--- src/logic/ssd_map.svh ---
// constants of the safety command decoder: command codes, offsets, resets
`ifndef SSD_MAP_SVH
`define SSD_MAP_SVH
// serial command codes
`define SSD_CMD_WD_TALLY_WR  8'ha4
`define SSD_CMD_PIN_TALLY_WR 8'ha7
`define SSD_CMD_DEV_TALLY_WR 8'ha8
`define SSD_CMD_STAT_TWO_RD  8'h52
`define SSD_CMD_STAT_THR_RD  8'h54
`define SSD_CMD_STAT_FOUR_RD 8'h57
`define SSD_CMD_HMAX_WR      8'h91
`define SSD_CMD_HMAX_RD      8'h61
`define SSD_CMD_HMIN_WR      8'h92
`define SSD_CMD_HMIN_RD      8'h62
`define SSD_CMD_LMAX_WR      8'h94
`define SSD_CMD_LMAX_RD      8'h64
`define SSD_CMD_LMIN_WR      8'h97
`define SSD_CMD_LMIN_RD      8'h67
`define SSD_CMD_PWD_WR       8'h98
`define SSD_CMD_PWD_RD       8'h68
`define SSD_CMD_CHK_WR       8'h9b
`define SSD_CMD_CHK_RD       8'h6b
`define SSD_CMD_LOCK_SET     8'h11
`define SSD_CMD_LOCK_CLR     8'h12
// serial frame
`define SSD_FRAME_BITS       5'h10
`define SSD_CMD_BITS         5'h08
// wishbone byte offsets
`define SSD_ADR_CTRL         8'h00
`define SSD_ADR_STAT         8'h04
`define SSD_ADR_IRQ_STAT     8'h08
`define SSD_ADR_IRQ_MASK     8'h0c
`define SSD_ADR_TALLY        8'h10
`define SSD_ADR_LIMITS       8'h14
`define SSD_ADR_CHECK        8'h18
// interrupt bit positions and width
`define SSD_IRQ_ACCEPT       0
`define SSD_IRQ_REFUSE       1
`define SSD_IRQ_LOCK         2
`define SSD_IRQ_ABORT        3
`define SSD_IRQ_W            4
// reset values and tally ceiling
`define SSD_RST_LOCK         1'h0
`define SSD_RST_DIAG         1'h0
`define SSD_RST_CFG          8'h00
`define SSD_RST_TALLY        4'h0
`define SSD_TALLY_MAX        4'hf
`endif

--- src/logic/ssd_pkg.sv ---
// types and command decoding of the safety command decoder
`include "ssd_map.svh"
`default_nettype none
package ssd_pkg;
  typedef enum logic [3:0] {
    SSD_K_NONE,
    SSD_K_WD_WR,
    SSD_K_PIN_WR,
    SSD_K_DEV_WR,
    SSD_K_STAT_RD,
    SSD_K_CFG_WR,
    SSD_K_CFG_RD,
    SSD_K_LOCK_SET,
    SSD_K_LOCK_CLR
  } ssd_kind_type;

  function automatic ssd_kind_type ssd_classify(input logic [7:0] c);
    case (c)
      `SSD_CMD_WD_TALLY_WR:  return SSD_K_WD_WR;
      `SSD_CMD_PIN_TALLY_WR: return SSD_K_PIN_WR;
      `SSD_CMD_DEV_TALLY_WR: return SSD_K_DEV_WR;
      `SSD_CMD_STAT_TWO_RD, `SSD_CMD_STAT_THR_RD, `SSD_CMD_STAT_FOUR_RD:
        return SSD_K_STAT_RD;
      `SSD_CMD_HMAX_WR, `SSD_CMD_HMIN_WR, `SSD_CMD_LMAX_WR,
      `SSD_CMD_LMIN_WR, `SSD_CMD_PWD_WR, `SSD_CMD_CHK_WR:
        return SSD_K_CFG_WR;
      `SSD_CMD_HMAX_RD, `SSD_CMD_HMIN_RD, `SSD_CMD_LMAX_RD,
      `SSD_CMD_LMIN_RD, `SSD_CMD_PWD_RD, `SSD_CMD_CHK_RD:
        return SSD_K_CFG_RD;
      `SSD_CMD_LOCK_SET: return SSD_K_LOCK_SET;
      `SSD_CMD_LOCK_CLR: return SSD_K_LOCK_CLR;
      default: return SSD_K_NONE;
    endcase
  endfunction

  // slot 0..5: high max, high min, low max, low min, threshold, check value
  function automatic logic [2:0] ssd_cfg_index(input logic [7:0] c);
    case (c)
      `SSD_CMD_HMIN_WR, `SSD_CMD_HMIN_RD: return 3'h1;
      `SSD_CMD_LMAX_WR, `SSD_CMD_LMAX_RD: return 3'h2;
      `SSD_CMD_LMIN_WR, `SSD_CMD_LMIN_RD: return 3'h3;
      `SSD_CMD_PWD_WR,  `SSD_CMD_PWD_RD:  return 3'h4;
      `SSD_CMD_CHK_WR,  `SSD_CMD_CHK_RD:  return 3'h5;
      default: return 3'h0;
    endcase
  endfunction

  // tally slot of a status read or tally write: 0 watchdog, 1 pin, 2 device
  function automatic logic [1:0] ssd_tally_index(input logic [7:0] c);
    case (c)
      `SSD_CMD_PIN_TALLY_WR, `SSD_CMD_STAT_THR_RD:  return 2'h1;
      `SSD_CMD_DEV_TALLY_WR, `SSD_CMD_STAT_FOUR_RD: return 2'h2;
      default: return 2'h0;
    endcase
  endfunction
endpackage
`default_nettype wire

--- src/logic/ssd_spi_link.sv ---
// serial link slave: samples the link pins, frames command and data bytes
`include "ssd_map.svh"
`default_nettype none
module ssd_spi_link (
  // clock and reset
  input  wire logic       clk_i,
  input  wire logic       rst_i,
  // link pins
  input  wire logic       sclk_i,
  input  wire logic       cs_n_i,
  input  wire logic       mosi_i,
  output logic            miso_o,
  output logic            miso_oe_o,
  // decoder side
  input  wire logic [7:0] status_i,
  input  wire logic [7:0] resp_i,
  output logic            cmd_valid_o,
  output logic            frame_valid_o,
  output logic            abort_o,
  output logic [15:0]     word_o
);
  logic [1:0]  sclk_s_q;
  logic [1:0]  cs_s_q;
  logic [1:0]  mosi_s_q;
  logic        sclk_prev_q;
  logic        cs_prev_q;
  logic [4:0]  cnt_q;
  logic [15:0] sh_q;
  logic [7:0]  tx_q;
  logic [7:0]  nxt_q;
  logic        cmd_valid_q;
  logic        frame_valid_q;
  logic        abort_q;
  logic        active;
  logic        rise;
  logic        fall;
  logic        cs_start;
  logic        cs_end;

  // two stages before anything looks at a pin
  always_ff @(posedge clk_i) begin
    if (rst_i) begin
      sclk_s_q <= 2'h0;
      cs_s_q   <= 2'h3;
      mosi_s_q <= 2'h0;
    end else begin
      sclk_s_q <= {sclk_s_q[0], sclk_i};
      cs_s_q   <= {cs_s_q[0], cs_n_i};
      mosi_s_q <= {mosi_s_q[0], mosi_i};
    end
  end

  always_ff @(posedge clk_i) begin
    if (rst_i) begin
      sclk_prev_q <= 1'h0;
      cs_prev_q   <= 1'h1;
    end else begin
      sclk_prev_q <= sclk_s_q[1];
      cs_prev_q   <= cs_s_q[1];
    end
  end

  assign active   = ~cs_s_q[1];
  assign rise     = active & sclk_s_q[1] & ~sclk_prev_q;
  assign fall     = active & ~sclk_s_q[1] & sclk_prev_q;
  assign cs_start = ~cs_s_q[1] & cs_prev_q;
  assign cs_end   = cs_s_q[1] & ~cs_prev_q;

  // bits past the sixteenth are ignored
  always_ff @(posedge clk_i) begin
    if (rst_i || !active) begin
      cnt_q <= 5'h00;
    end else if (rise && cnt_q != `SSD_FRAME_BITS) begin
      cnt_q <= cnt_q + 5'h01;
    end
  end

  always_ff @(posedge clk_i) begin
    if (rst_i) begin
      sh_q <= 16'h0000;
    end else if (rise && cnt_q != `SSD_FRAME_BITS) begin
      sh_q <= {sh_q[14:0], mosi_s_q[1]};
    end
  end

  always_ff @(posedge clk_i) begin
    if (rst_i) begin
      cmd_valid_q   <= 1'h0;
      frame_valid_q <= 1'h0;
      abort_q       <= 1'h0;
    end else begin
      cmd_valid_q   <= rise && cnt_q == `SSD_CMD_BITS - 5'h01;
      frame_valid_q <= rise && cnt_q == `SSD_FRAME_BITS - 5'h01;
      abort_q       <= cs_end && cnt_q != 5'h00 && cnt_q != `SSD_FRAME_BITS;
    end
  end

  // answer byte is swapped in at the falling edge after the command byte
  always_ff @(posedge clk_i) begin
    if (rst_i) begin
      tx_q  <= 8'h00;
      nxt_q <= 8'h00;
    end else begin
      if (cmd_valid_q) begin
        nxt_q <= resp_i;
      end
      if (cs_start) begin
        tx_q <= status_i;
      end else if (fall) begin
        tx_q <= (cnt_q == `SSD_CMD_BITS) ? nxt_q : {tx_q[6:0], 1'h0};
      end
    end
  end

  assign miso_o        = tx_q[7];
  assign miso_oe_o     = active;
  assign cmd_valid_o   = cmd_valid_q;
  assign frame_valid_o = frame_valid_q;
  assign abort_o       = abort_q;
  assign word_o        = sh_q;
endmodule
`default_nettype wire

--- src/logic/ssd_decoder.sv ---
// safety status and configuration command decoder with wishbone registers
`include "ssd_map.svh"
`default_nettype none
module ssd_decoder
  import ssd_pkg::*;
(
  // clock and reset
  input  wire logic        clk_i,
  input  wire logic        rst_i,
  // wishbone slave
  input  wire logic        wb_cyc_i,
  input  wire logic        wb_stb_i,
  input  wire logic        wb_we_i,
  input  wire logic [7:0]  wb_adr_i,
  input  wire logic [3:0]  wb_sel_i,
  input  wire logic [31:0] wb_dat_i,
  output logic [31:0]      wb_dat_o,
  output logic             wb_ack_o,
  // serial link
  input  wire logic        spi_sclk_i,
  input  wire logic        spi_cs_n_i,
  input  wire logic        spi_mosi_i,
  output logic             spi_miso_o,
  output logic             spi_miso_oe_o,
  // failure events from the monitors
  input  wire logic        wd_fail_event_i,
  input  wire logic        pin_fail_event_i,
  input  wire logic        dev_err_event_i,
  // interrupt
  output logic             irq_o
);
  ////////////////////////////////////////////////////////////////////////////
  logic                  cmd_valid;
  logic                  frame_valid;
  logic                  frame_abort;
  logic [15:0]           word;
  logic [7:0]            resp;
  logic [7:0]            status_byte;
  ssd_kind_type          kind;
  ssd_kind_type          rd_kind;
  logic [2:0]            cfg_idx;
  logic [1:0]            tally_idx;
  logic                  write_ok;
  logic                  guarded;
  logic                  ev_accept;
  logic                  ev_refuse;
  logic                  ev_lock;
  logic                  diag_q;
  logic                  lock_q;
  logic [7:0]            last_cmd_q;
  logic [`SSD_IRQ_W-1:0] irq_stat_q;
  logic [`SSD_IRQ_W-1:0] irq_mask_q;
  logic [`SSD_IRQ_W-1:0] irq_set;
  logic [3:0]            tally_q [3];
  logic [2:0]            tally_ev;
  logic [7:0]            cfg_q [6];
  logic [47:0]           cfg_flat;
  logic                  ack_q;
  logic [31:0]           dat_q;
  logic                  bus_req;
  logic                  bus_wr;

  ssd_spi_link u_link (
    .clk_i         (clk_i),
    .rst_i         (rst_i),
    .sclk_i        (spi_sclk_i),
    .cs_n_i        (spi_cs_n_i),
    .mosi_i        (spi_mosi_i),
    .miso_o        (spi_miso_o),
    .miso_oe_o     (spi_miso_oe_o),
    .status_i      (status_byte),
    .resp_i        (resp),
    .cmd_valid_o   (cmd_valid),
    .frame_valid_o (frame_valid),
    .abort_o       (frame_abort),
    .word_o        (word)
  );

  ////////////////////////////////////////////////////////////////////////////
  // command decode: at frame end the command sits in the upper byte
  assign kind      = ssd_classify(word[15:8]);
  assign cfg_idx   = ssd_cfg_index(word[15:8]);
  assign tally_idx = ssd_tally_index(word[15:8]);
  assign write_ok  = diag_q & ~lock_q;
  assign guarded   = kind == SSD_K_WD_WR || kind == SSD_K_PIN_WR
                  || kind == SSD_K_DEV_WR || kind == SSD_K_CFG_WR;
  assign ev_accept = frame_valid & guarded & write_ok;
  assign ev_refuse = frame_valid & guarded & ~write_ok;
  assign ev_lock   = frame_valid
                  & (kind == SSD_K_LOCK_SET || kind == SSD_K_LOCK_CLR);

  // answer byte is picked when only the command byte has arrived
  assign rd_kind     = ssd_classify(word[7:0]);
  assign status_byte = {lock_q, diag_q, 6'h00};

  always_comb begin
    resp = 8'h00;
    case (rd_kind)
      SSD_K_STAT_RD: resp = {4'h0, tally_q[ssd_tally_index(word[7:0])]};
      SSD_K_CFG_RD:  resp = cfg_q[ssd_cfg_index(word[7:0])];
      default:       resp = 8'h00;
    endcase
  end

  ////////////////////////////////////////////////////////////////////////////
  // configuration lock, moved only by its own two commands
  always_ff @(posedge clk_i) begin
    if (rst_i) begin
      lock_q <= `SSD_RST_LOCK;
    end else if (frame_valid && kind == SSD_K_LOCK_SET) begin
      lock_q <= 1'h1;
    end else if (frame_valid && kind == SSD_K_LOCK_CLR) begin
      lock_q <= 1'h0;
    end
  end

  always_ff @(posedge clk_i) begin
    if (rst_i) begin
      last_cmd_q <= 8'h00;
    end else if (frame_valid) begin
      last_cmd_q <= word[15:8];
    end
  end

  ////////////////////////////////////////////////////////////////////////////
  // failure tallies: monitors count up and saturate, an accepted serial write overrides
  assign tally_ev = {dev_err_event_i, pin_fail_event_i, wd_fail_event_i};

  generate
    for (genvar g = 0; g < 3; g++) begin : g_tally
      always_ff @(posedge clk_i) begin
        if (rst_i) begin
          tally_q[g] <= `SSD_RST_TALLY;
        end else if (ev_accept && kind != SSD_K_CFG_WR && tally_idx == 2'(g)) begin
          tally_q[g] <= word[3:0];
        end else if (tally_ev[g] && tally_q[g] != `SSD_TALLY_MAX) begin
          tally_q[g] <= tally_q[g] + 4'h1;
        end
      end
    end
  endgenerate

  ////////////////////////////////////////////////////////////////////////////
  // safety limits, threshold and check value
  generate
    for (genvar g = 0; g < 6; g++) begin : g_cfg
      always_ff @(posedge clk_i) begin
        if (rst_i) begin
          cfg_q[g] <= `SSD_RST_CFG;
        end else if (ev_accept && kind == SSD_K_CFG_WR && cfg_idx == 3'(g)) begin
          cfg_q[g] <= word[7:0];
        end
      end
      assign cfg_flat[g*8 +: 8] = cfg_q[g];
    end
  endgenerate

  ////////////////////////////////////////////////////////////////////////////
  // wishbone slave: one wait state, ack for one cycle, unmapped reads zero
  assign bus_req = wb_cyc_i & wb_stb_i & ~ack_q;
  // a write lands at the edge that sees ack, while the master still holds it
  assign bus_wr  = wb_cyc_i & wb_stb_i & ack_q & wb_we_i & wb_sel_i[0];

  always_ff @(posedge clk_i) begin
    if (rst_i) begin
      ack_q <= 1'h0;
    end else begin
      ack_q <= bus_req;
    end
  end

  always_ff @(posedge clk_i) begin
    if (rst_i) begin
      dat_q <= 32'h0000_0000;
    end else if (bus_req) begin
      case (wb_adr_i)
        `SSD_ADR_CTRL:     dat_q <= {31'h0, diag_q};
        `SSD_ADR_STAT:     dat_q <= {16'h0, last_cmd_q, 7'h0, lock_q};
        `SSD_ADR_IRQ_STAT: dat_q <= {28'h0, irq_stat_q};
        `SSD_ADR_IRQ_MASK: dat_q <= {28'h0, irq_mask_q};
        `SSD_ADR_TALLY:    dat_q <= {20'h0, tally_q[2], tally_q[1], tally_q[0]};
        `SSD_ADR_LIMITS:   dat_q <= cfg_flat[31:0];
        `SSD_ADR_CHECK:    dat_q <= {16'h0, cfg_flat[47:32]};
        default:           dat_q <= 32'h0000_0000;
      endcase
    end
  end

  assign wb_ack_o = ack_q;
  assign wb_dat_o = dat_q;

  // self-check state is owned by software
  always_ff @(posedge clk_i) begin
    if (rst_i) begin
      diag_q <= `SSD_RST_DIAG;
    end else if (bus_wr && wb_adr_i == `SSD_ADR_CTRL) begin
      diag_q <= wb_dat_i[0];
    end
  end

  always_ff @(posedge clk_i) begin
    if (rst_i) begin
      irq_mask_q <= '0;
    end else if (bus_wr && wb_adr_i == `SSD_ADR_IRQ_MASK) begin
      irq_mask_q <= wb_dat_i[`SSD_IRQ_W-1:0];
    end
  end

  ////////////////////////////////////////////////////////////////////////////
  // sticky events; a new event wins over a clear in the same cycle
  always_comb begin
    irq_set                  = '0;
    irq_set[`SSD_IRQ_ACCEPT] = ev_accept;
    irq_set[`SSD_IRQ_REFUSE] = ev_refuse;
    irq_set[`SSD_IRQ_LOCK]   = ev_lock;
    irq_set[`SSD_IRQ_ABORT]  = frame_abort;
  end

  always_ff @(posedge clk_i) begin
    if (rst_i) begin
      irq_stat_q <= '0;
    end else if (bus_wr && wb_adr_i == `SSD_ADR_IRQ_STAT) begin
      irq_stat_q <= (irq_stat_q & ~wb_dat_i[`SSD_IRQ_W-1:0]) | irq_set;
    end else begin
      irq_stat_q <= irq_stat_q | irq_set;
    end
  end

  assign irq_o = |(irq_stat_q & irq_mask_q);
endmodule
`default_nettype wire

--- config.mk ---
export PLATFORM = sky130hd
export DESIGN_NAME = ssd_decoder
export DESIGN_NICKNAME = d
export VERILOG_FILES = /design/src/logic/ssd_pkg.sv /design/src/logic/ssd_spi_link.sv /design/src/logic/ssd_decoder.sv
export VERILOG_INCLUDE_DIRS = /design/src /design/src/logic
export SDC_FILE = /design/constraint.sdc
export NUM_CORES = 1
export LEC_CHECK = 0
export BUFFER_PORTS_ARGS = -buffer_cell sky130_fd_sc_hd__buf_2
export CELL_PAD_IN_SITES_DETAIL_PLACEMENT = 1
export CELL_PAD_IN_SITES_GLOBAL_PLACEMENT = 2
export CORE_AREA = 2 2 145 147
export CTS_BUF_LIST = sky130_fd_sc_hd__clkbuf_4
export CTS_CLUSTER_DIAMETER = 120
export DETAILED_ROUTE_END_ITERATION = 7
export DIE_AREA = 0 0 147 149
export HOLD_SLACK_MARGIN = 0.1
export PLACE_DENSITY = 0.9
export SETUP_SLACK_MARGIN = 0.1
export SYNTH_ARGS = -nofsm -noshare
export SYNTH_HDL_FRONTEND = slang
export SYNTH_SLANG_ARGS = --single-unit
export TNS_END_PERCENT = 100
--- constraint.sdc ---
create_clock -name clk_i -period 2.5 [get_ports clk_i]
set_input_delay 0.25 -clock clk_i [delete_from_list [all_inputs] [get_ports clk_i]]
set_output_delay 0.25 -clock clk_i [all_outputs]
set_load 0.01 [all_outputs]
Word-level counts from Yosys, hierarchy flattened

Memories as Yosys holds them, arrays and structs flattened.
Index checks and enable logic that the tools add are counted.

RAM bits: 60
Memories: 2
Bits of input ports: 55
Bits in latches: 0
Memory bits (read-only): 0
Logic and storage cells: 261
Bits in registers: 99

Div/mod/pow operators: 0
Multiplexer cells: 69
Magnitude comparators: 0
Reduce and logical (&&, ||, !) cells: 57
$mul: 0
Add/subtract/negate cells: 4
Shifts and indexed selects: 0
Equal/unequal tests: 69
Bitwise gates (word level): 40

Memories:

| memory  | depth | width | read ports | clocked after memory_dff | wr ports | line              | source |
|---|---|---|---|---|---|---|---|
| cfg_q   | 6     | 8     | 7          | 0                        | 6        | ssd_decoder.sv:56 | `logic [7:0] cfg_q [6];` |
| tally_q | 3     | 4     | 4          | 0                        | 3        | ssd_decoder.sv:54 | `logic [3:0] tally_q [3];` |

Operators by type and width:

| cell                | count |
|---|---|
| $pmux 32 s7         | 1 |
| $eq 8x7->1 const B  | 18 |
| $eq 8x8->1 const B  | 18 |
| $mux 8              | 9 |
| $pmux 4 s8          | 2 |
| $eq 8x5->1 const B  | 7 |
| $mux 1              | 43 |
| $pmux 3 s5          | 2 |
| $reduce_or 2->1     | 15 |
| $mux 4              | 7 |
| $logic_and 1x1->1   | 24 |
| $reduce_or 6->1     | 4 |
| $and 1x1->1         | 16 |
| $eq 4x3->1 const B  | 4 |
| $eq 8x4->1 const B  | 2 |
| $pmux 8 s2          | 1 |
| $add 4x1->4 const B | 3 |
| $ne 4x4->1 const B  | 3 |
| $or 1x1->1          | 12 |
| $eq 5x4->1 const B  | 2 |
| $and 4x4->4         | 2 |
| $eq 4x2->1 const B  | 2 |
| $eq 8x3->1 const B  | 1 |
| $logic_not 8->1     | 1 |
| 24 further kinds    | 40 |

Logic depth before layout (Yosys ltp)

Gate-level depths: netlist of the first run.

Depth in word-level cells: 16
Depth in mapped cells: 9

Modules after synthesis

A second synthesis of the first run with hierarchy kept.

Cells, all modules: 830
Area, all modules: 8232.9 µm²

By module, submodules not included:

| module       | times used | cells an instance | area each (µm²) | seq. area each (µm²) |
|---|---|---|---|---|
| ssd_decoder  | 1          | 619               | 6227.2          | 2822.7 |
| ssd_spi_link | 1          | 211               | 2005.7          | 960.9 |

Least setup slack after synthesis of the first run

OpenSTA, ideal clock, no wires.

Path kind: register to register
Start: reg u_link.sh_q[15], in the netlist u_link.word_o[15]
End: mem cfg_q[1][0], enable pin
Path buffers: 1
Required time: 2.199 ns
Slack: 0.237 ns
Library setup time: 0.301 ns
Arrival: 1.962 ns
Stages on the path, launching flop included: 8
Cells stage by stage: dfxtp_1 > or4b_1 > o31ai_1 > a211oi_2 > and2_1 > buf_2 > nand4b_2 > nand2b_1

RTL lines:

| what                   | line               | source |
|---|---|---|
| start, declared        | ssd_spi_link.sv:28 | `logic [15:0] sh_q;` |
| start signal, assigned | ssd_spi_link.sv:82 | `sh_q <= {sh_q[14:0], mosi_s_q[1]};` |
| end, declared          | ssd_decoder.sv:56  |  |

==> flow_summary.toml, run 1 <==
[place]
place_hpwl_mm = 16.2
portBuffers = 59
gp_congestion = 0.845

[route]
drt-wirelength-per-cell_um = 19.1
wl_met2_mm = 10.8
via_per_inst = 5.43
drtAntennaViolNets = 0
met1_length_mm = 10.0
top_layer_used = "met4"
drc = 0
first_iter_violations = 441
wl_mm = 22.3
firstDrtPassIters = 5
wl_met3_um = 977
dr_total_vias = 6317

[floorplan]
die_w_um = 147
dieArea_um2 = 21900
coreArea_um2 = 20600
rows = 53
ios = 91
initial_utilization = 0.372
die_h_um = 149

[layout]
fin_nets = 936
area_growth_pct = 15.2
drive_above_1_share = 0.195

[synthesis]
synth_top_family_by_area = "simple AND/OR/NAND/NOR gates"
synth_cell_types = 64
synth_area_leaders = "dfxtp_1 26%, edfxtp_1 24%, mux2i_1 6.8%, nor2_1 6.5%, nand2_1 4.4%"
yosys.area.top_type = "dfxtp_1"
syn_nets = 867
synth.top_cell.area_share = 0.259
synth_ff_type = "dfxtp_1"
ys_seq_elements = 159
synth-xor-area-share = 0.0180
yosysMostFrequentCell = "nor2_1"
synth_fa_ha_area_frac = 0.00981
synth_compound_area_frac = 0.134
yosys_warnings = 0
synth_seq_area_share = 0.494
synthArstFlopShare = 0
synthSimpleGateAreaFrac = 0.226
synth_area_um2 = 7660
synth.avg_cell_area_um2 = 9.50
synth_edf_count = 60
synth_common_cells = "133 x nor2_1, 99 x dfxtp_1, 89 x nand2_1"
synthMuxAreaShare = 0.0783
synthCells = 806

[clock_tree]
cts.path.max_buffers = 2
cts_sinks = 159
cts_root_buf = "clkbuf_4"
cts_made_buffers = 17
ctsHtreeMaxLevel = 4
clk_pin_slew_ns = 0.14
cts_tree = "done"
worst_skew_pair.late_latency_ns = 0.59

[timing]
fmax_mhz = 436
hold_violations = 0
relSlewSlack = 0.580
rsz0062_at_grt = "no"
hold_ws_ns = 0.141
tns_ns = 0
setup_viol = 0
slew_viol_final = 0
fin_crit_sh = 0.917
min_period_ns = 2.29
clock_skew_ns = 0.0265
worstMarginPinSlew_ns = 0.630

[setup_path]
reg2reg_from = "u_link.word_o[13]$_SDFFE_PP0P_"
cp_slowest_cell = "or4b_1"
worst_setup_path_end_kind = "flip-flop"
slowest_delay_ns = 0.58
rrSetupSlack_ns = 0.21
r2r_end = "cfg_q[3][2]$_SDFFCE_PN0P_"
cp_top_family = "simple AND/OR/NAND/NOR gates"
crit_buf_inv = 1
crit_type = "reg2reg"
worstSetupStartpointType = "flip-flop"
rr_worst_depth = 7
crit_fanout = 8
required_ns = 2.82
worstPathArrival_ns = 2.61
crit_chain = "or4b_1, o31ai_2, a211oi_2, and2_1, nand3_2, buf_4, nor2_1"

[grt]
grt_max_degree = 57
grt_pass1_wl_mm = 34.8
grtUsageTotal = 0.208
grt_pass1_vias = 6295
grt_antenna_before_repair = 1
grt_overflow = 0

[power]
power.leakage_nw = 3.20
switchingPower_mw = 1.18
p_clk_frac = 0.373
p_int_mw = 3.65
power_frac_seq = 0.578
p_total_mw = 4.83
powerDensity_nw_per_um2 = 547
switching_share = 0.245
peakVddDrop_mv = 0.220
combPwrFrac = 0.049

[worst_hold_path]
whs_endpoint = "u_link.mosi_s_q[0]$_SDFF_PP0_"
hold_path.class = "in2reg"
worstHoldPathCells = 2
min-delay-start = "rst_i"

[run_status]
outcome = "completed"

[flow_run]
max_cap_violations = 0
[how the worst max path moves through the flow]
stage / start / end / slack [ns] / cells after the start
finish: u_link.word_o[13]$_SDFFE_PP0P_ / cfg_q[3][2]$_SDFFCE_PN0P_ / 0.21 / 7
global route: u_link.word_o[4]$_SDFFE_PP0P_ / u_link.nxt_q[0]$_SDFFE_PP0P_ / 0.10 / 6
CTS: u_link.word_o[10]$_SDFFE_PP0P_ / cfg_q[3][0]$_SDFFCE_PN0P_ / 0.11 / 6
detailed placement: u_link.word_o[10]$_SDFFE_PP0P_ / cfg_q[3][4]$_SDFFCE_PN0P_ / 0.14 / 6
floorplan: u_link.word_o[15]$_SDFFE_PP0P_ / cfg_q[1][0]$_SDFFCE_PN0P_ / 0.24 / 7
global placement: u_link.word_o[15]$_SDFFE_PP0P_ / cfg_q[1][5]$_SDFFCE_PN0P_ / 0.22 / 6
[cell families after synthesis]
family	Yosys count
buffers and inverters	71
and+or+nand+nor	352
DFF	159
adders and majority gates	6
AOI/OAI and AO/OA	145
xor gates and xnor gates	14
muxes	59
[cells in the final DEF (no fill, tap or decap), types with 5 or more instances in the layout]
master,n
a22oi_1,32
dlygate4sd3_1,9
edfxtp_1,60
or2_2,8
dfxtp_1,96
mux2i_1,52
buf_2,58
and3_1,6
a32o_1,10
a21oi_1,31
nand3_1,31
nand2b_2,6
and2_1,6
xor2_1,6
a211oi_1,6
nand2_1,89
o21ai_0,30
nor2b_1,12
nand3b_1,6
a222oi_1,5
clkbuf_4,19
buf_4,38
nand2b_1,13
ha_1,6
mux2_2,7
inv_1,15
nor2_1,133
xnor2_1,6
[per-layer routing]
layer / track usage / vias up
li1: - / 3012
met1: 0.271 / 3128
met2: 0.348 / 146
met3: 0.0428 / 31
met4: 0.0659 / 0
met5: 0 / -
[registers in the layout, indices dropped and copies added (netlist names), 4 cells and up]
register / flops
last_cmd_q: 8
u_link.tx_q: 8
u_link.word_o: 16
irq_mask_q: 4
u_link.nxt_q: 8
u_link.cnt_q: 5
tally_q: 12
irq_stat_q: 4
wb_dat_o: 32
cfg_q: 48
[per-stage QoR]
step | util | worst slack, ns | std cells | cell area [um2]
2_1_floorplan | - | 0.237 | 806 | 7660
6_report | 0.429 | 0.207 | 1164 | 8820
3_5_place_dp | 0.407 | 0.139 | 1122 | 8360
4_1_cts | 0.427 | 0.111 | 1163 | 8780
5_1_grt | 0.429 | 0.100 | 1164 | 8820
3_3_place_gp | 0.407 | 0.223 | 1122 | 8360
[worst reg2reg max path: stages (launching register included)]
cell,delay [ns]
dfxtp_1,0.38
or4b_1,0.58
o31ai_2,0.29
a211oi_2,0.09
and2_1,0.28
nand3_2,0.17
buf_4,0.19
nor2_1,0.05
[power by group through the flow]
| stage | registers (mW) | logic, mW | clock network, mW |
|---|---|---|---|
| 5_1_grt | 2.80 | 0.265 | 1.93 |
| 6_report | 2.79 | 0.238 | 1.80 |
| 3_5_place_dp | 2.85 | 0.226 | 0 |
| 3_3_place_gp | 2.85 | 0.220 | 0 |
| 2_1_floorplan | 2.82 | 0.149 | 0 |
| 4_1_cts | 2.79 | 0.238 | 1.83 |
[cell type report]
cell class / instances / area [um2]
tap: 275 / 344
clock buffer: 19 / 143
multi-input combinational: 576 / 3620
timing repair buffer: 106 / 686
clock inverter: 13 / 188
antenna: 1 / 2.50
sequential: 159 / 3790
inverter: 15 / 56.3
fill: 2421 / 11700
[timing repair]
item | CTS | global route
setup endpoints to repair | 0 | 59
hold endpoints to repair | 14 | 0
hold buffers | 9 | 0
gates resized for setup | 0 | 13
buffers inserted | 0 | 0
(Power assumes the default switching activity.)
==> inputs of run 2 (changes only) <==
--- a/config.mk
+++ b/config.mk
@@ -9,11 +9,11 @@
 export BUFFER_PORTS_ARGS = -buffer_cell sky130_fd_sc_hd__buf_2
 export CELL_PAD_IN_SITES_DETAIL_PLACEMENT = 1
 export CELL_PAD_IN_SITES_GLOBAL_PLACEMENT = 2
-export CORE_AREA = 2 2 145 147
+export CORE_AREA = 2 2 167 128
 export CTS_BUF_LIST = sky130_fd_sc_hd__clkbuf_4
 export CTS_CLUSTER_DIAMETER = 120
 export DETAILED_ROUTE_END_ITERATION = 7
-export DIE_AREA = 0 0 147 149
+export DIE_AREA = 0 0 169 130
 export HOLD_SLACK_MARGIN = 0.1
 export PLACE_DENSITY = 0.9
 export SETUP_SLACK_MARGIN = 0.1
==> run 2 against run 1 <==
- clock power fell by 18%
- clock skew is 0.00064 ns higher
- cell count is 0.77% lower
- largest power group unchanged
- critical endpoint is now tally_q[1][1]$_DFFE_PP_
- design area shrank 0.78%
==> flow_summary.toml, run 2 (synthesis gave the netlist of run 1 again) <==
[layout]
fin_nets = 939
top_register = "cfg_q"
final_common_cell = "nor2_1"
stdcell_area_um2 = 8750
post-route-util = 0.425
largest_register_ffs = 48
area_growth_pct = 14.3
n_fill_cell = 2389
final_cell_mix = "133 x nor2_1, 96 x dfxtp_1, 89 x nand2_1, 60 x edfxtp_1, 58 x buf_2"
diodes = 0
drive_above_1_share = 0.199

[worst_hold_path]
whs_endpoint = "tally_q[2][2]$_SDFFCE_PN0P_"
min-delay-start = "dev_err_event_i"
hold_path.class = "in2reg"
worstHoldPathCells = 3

[floorplan]
die_w_um = 169
ios = 91
coreArea_um2 = 20600
rows = 46
dieArea_um2 = 22000
initial_utilization = 0.372
die_h_um = 130

[setup_path]
crit_type = "reg2reg"
crit_fanout = 8
worst_setup_path_end_kind = "flip-flop"
worstPathArrival_ns = 2.68
cp_slowest_cell = "dfxtp_1"
reg2reg_from = "u_link.word_o[10]$_SDFFE_PP0P_"
slowest_delay_ns = 0.50
crit_chain = "or2_2, mux2i_1, a211oi_2, nand3_1, buf_4, nand3_1, o21ai_0"
crit_buf_inv = 1
required_ns = 2.84
cp_common_cell = "nand3_1"
r2r_end = "tally_q[1][1]$_DFFE_PP_"
rr_worst_depth = 7
cp_top_family = "simple AND/OR/NAND/NOR gates"
worstSetupStartpointType = "flip-flop"
rrSetupSlack_ns = 0.16

[route]
drtAntennaViolNets = 0
firstDrtPassIters = 5
first_iter_violations = 416
dr_total_vias = 6331
drt-wirelength-per-cell_um = 19.5
drc = 0
via_per_inst = 5.48
wl_mm = 22.5

[timing]
rsz0062_at_grt = "no"
fin_crit_sh = 0.936
setup_viol = 0
hold_violations = 0
worstMarginPinSlew_ns = 0.601
clock_skew_ns = 0.0271
slew_viol_final = 0
fmax_mhz = 427
min_period_ns = 2.34
tns_ns = 0
relSlewSlack = 0.600

[place]
portBuffers = 59
placed_area_um2 = 8350
gp_congestion = 0.852
place_hpwl_mm = 16.7

[clock_tree]
clk_pin_slew_ns = 0.15
cts_root_buf = "clkbuf_4"
cts_sinks = 159
worst_skew_pair.late_latency_ns = 0.61
cts_made_buffers = 17
cts.path.max_buffers = 2
cts_tree = "done"
ctsHtreeMaxLevel = 4

[grt]
grt_max_degree = 54
grt_pass1_vias = 6226
grtUsageTotal = 0.208
grt_antenna_before_repair = 0
grt_pass1_wl_mm = 34.8
grt_overflow = 0

[power]
peakVddDrop_mv = 0.229
powerDensity_nw_per_um2 = 516
power.leakage_nw = 3.17

[flow_run]
max_cap_violations = 0

[run_status]
outcome = "completed"
## run 2: cell type report
type / instances / area [um2] / share of cell area
clock buffer: 17 / 128 / 0.0146
clock inverter: 15 / 124 / 0.0141
inverter: 15 / 56.3 / 0.00643
multi-input combinational: 576 / 3620 / 0.413
sequential: 159 / 3790 / 0.433
tap: 264 / 330 / 0.0377
timing repair buffer: 109 / 711 / 0.0812
## run 2: worst reg2reg max path, stage by stage, from the launching register on
cell and delay [ns]:
dfxtp_1 0.50, or2_2 0.22, mux2i_1 0.13, a211oi_2 0.37
nand3_1 0.39, buf_4 0.29, nand3_1 0.08, o21ai_0 0.10
## run 2: report_power, final
group	total [mW]	switching (mW)	leakage [nW]	internal (mW)
logic	0.246	0.157	1.63	0.0897
clock network	1.48	1.06	0.129	0.418
registers	2.79	0.0566	1.42	2.74
## run 2: through the flow
stage / setup slack (ns) / total power, mW / hold WS [ns] / cells
final: 0.160 / 4.52 / 0.147 / 1155
after global routing: 0.0349 / 4.69 / 0.167 / 1155
after CTS: 0.103 / 4.55 / 0.112 / 1153
after detailed placement: 0.00311 / 3.08 / 0.398 / 1111
after global placement: 0.109 / 3.07 / 0.396 / 1111
after floorplan: 0.237 / 2.97 / 0.354 / 806
## run 2: worst max-delay path by stage
stage                     cells past startpoint                            from  slack (ns)                         to
after CTS                                     6  u_link.word_o[10]$_SDFFE_PP0P_        0.10  cfg_q[4][6]$_SDFFCE_PN0P_
after detailed placement                      6  u_link.word_o[13]$_SDFFE_PP0P_       0.003  cfg_q[0][3]$_SDFFCE_PN0P_
final                                         7  u_link.word_o[10]$_SDFFE_PP0P_        0.16    tally_q[1][1]$_DFFE_PP_
after floorplan                               7  u_link.word_o[15]$_SDFFE_PP0P_        0.24  cfg_q[1][0]$_SDFFCE_PN0P_
after global placement                        6  u_link.word_o[13]$_SDFFE_PP0P_        0.11  cfg_q[3][0]$_SDFFCE_PN0P_
after global routing                          7  u_link.word_o[10]$_SDFFE_PP0P_        0.03    tally_q[1][1]$_DFFE_PP_
## run 2: what timing repair did
item	CTS	global route
hold buffers	10	0
pin swaps	0	2
endpoints found under the hold margin	16	0
gates cloned	0	0
gates resized for setup	6	8
buffers inserted	0	2
setup endpoints to repair	62	96
## run 2: routing by layer
| layer | vias to the layer above | part of all wire | wire, um | track usage |
|---|---|---|---|---|
| li1 | 3014 | - | - | - |
| met1 | 3107 | 0.49 | 10900 | 0.292 |
| met2 | 180 | 0.44 | 9820 | 0.322 |
| met3 | 30 | 0.061 | 1370 | 0.0510 |
| met4 | 0 | 0.018 | 399 | 0.0568 |
| met5 | - | 0 | 0 | 0 |
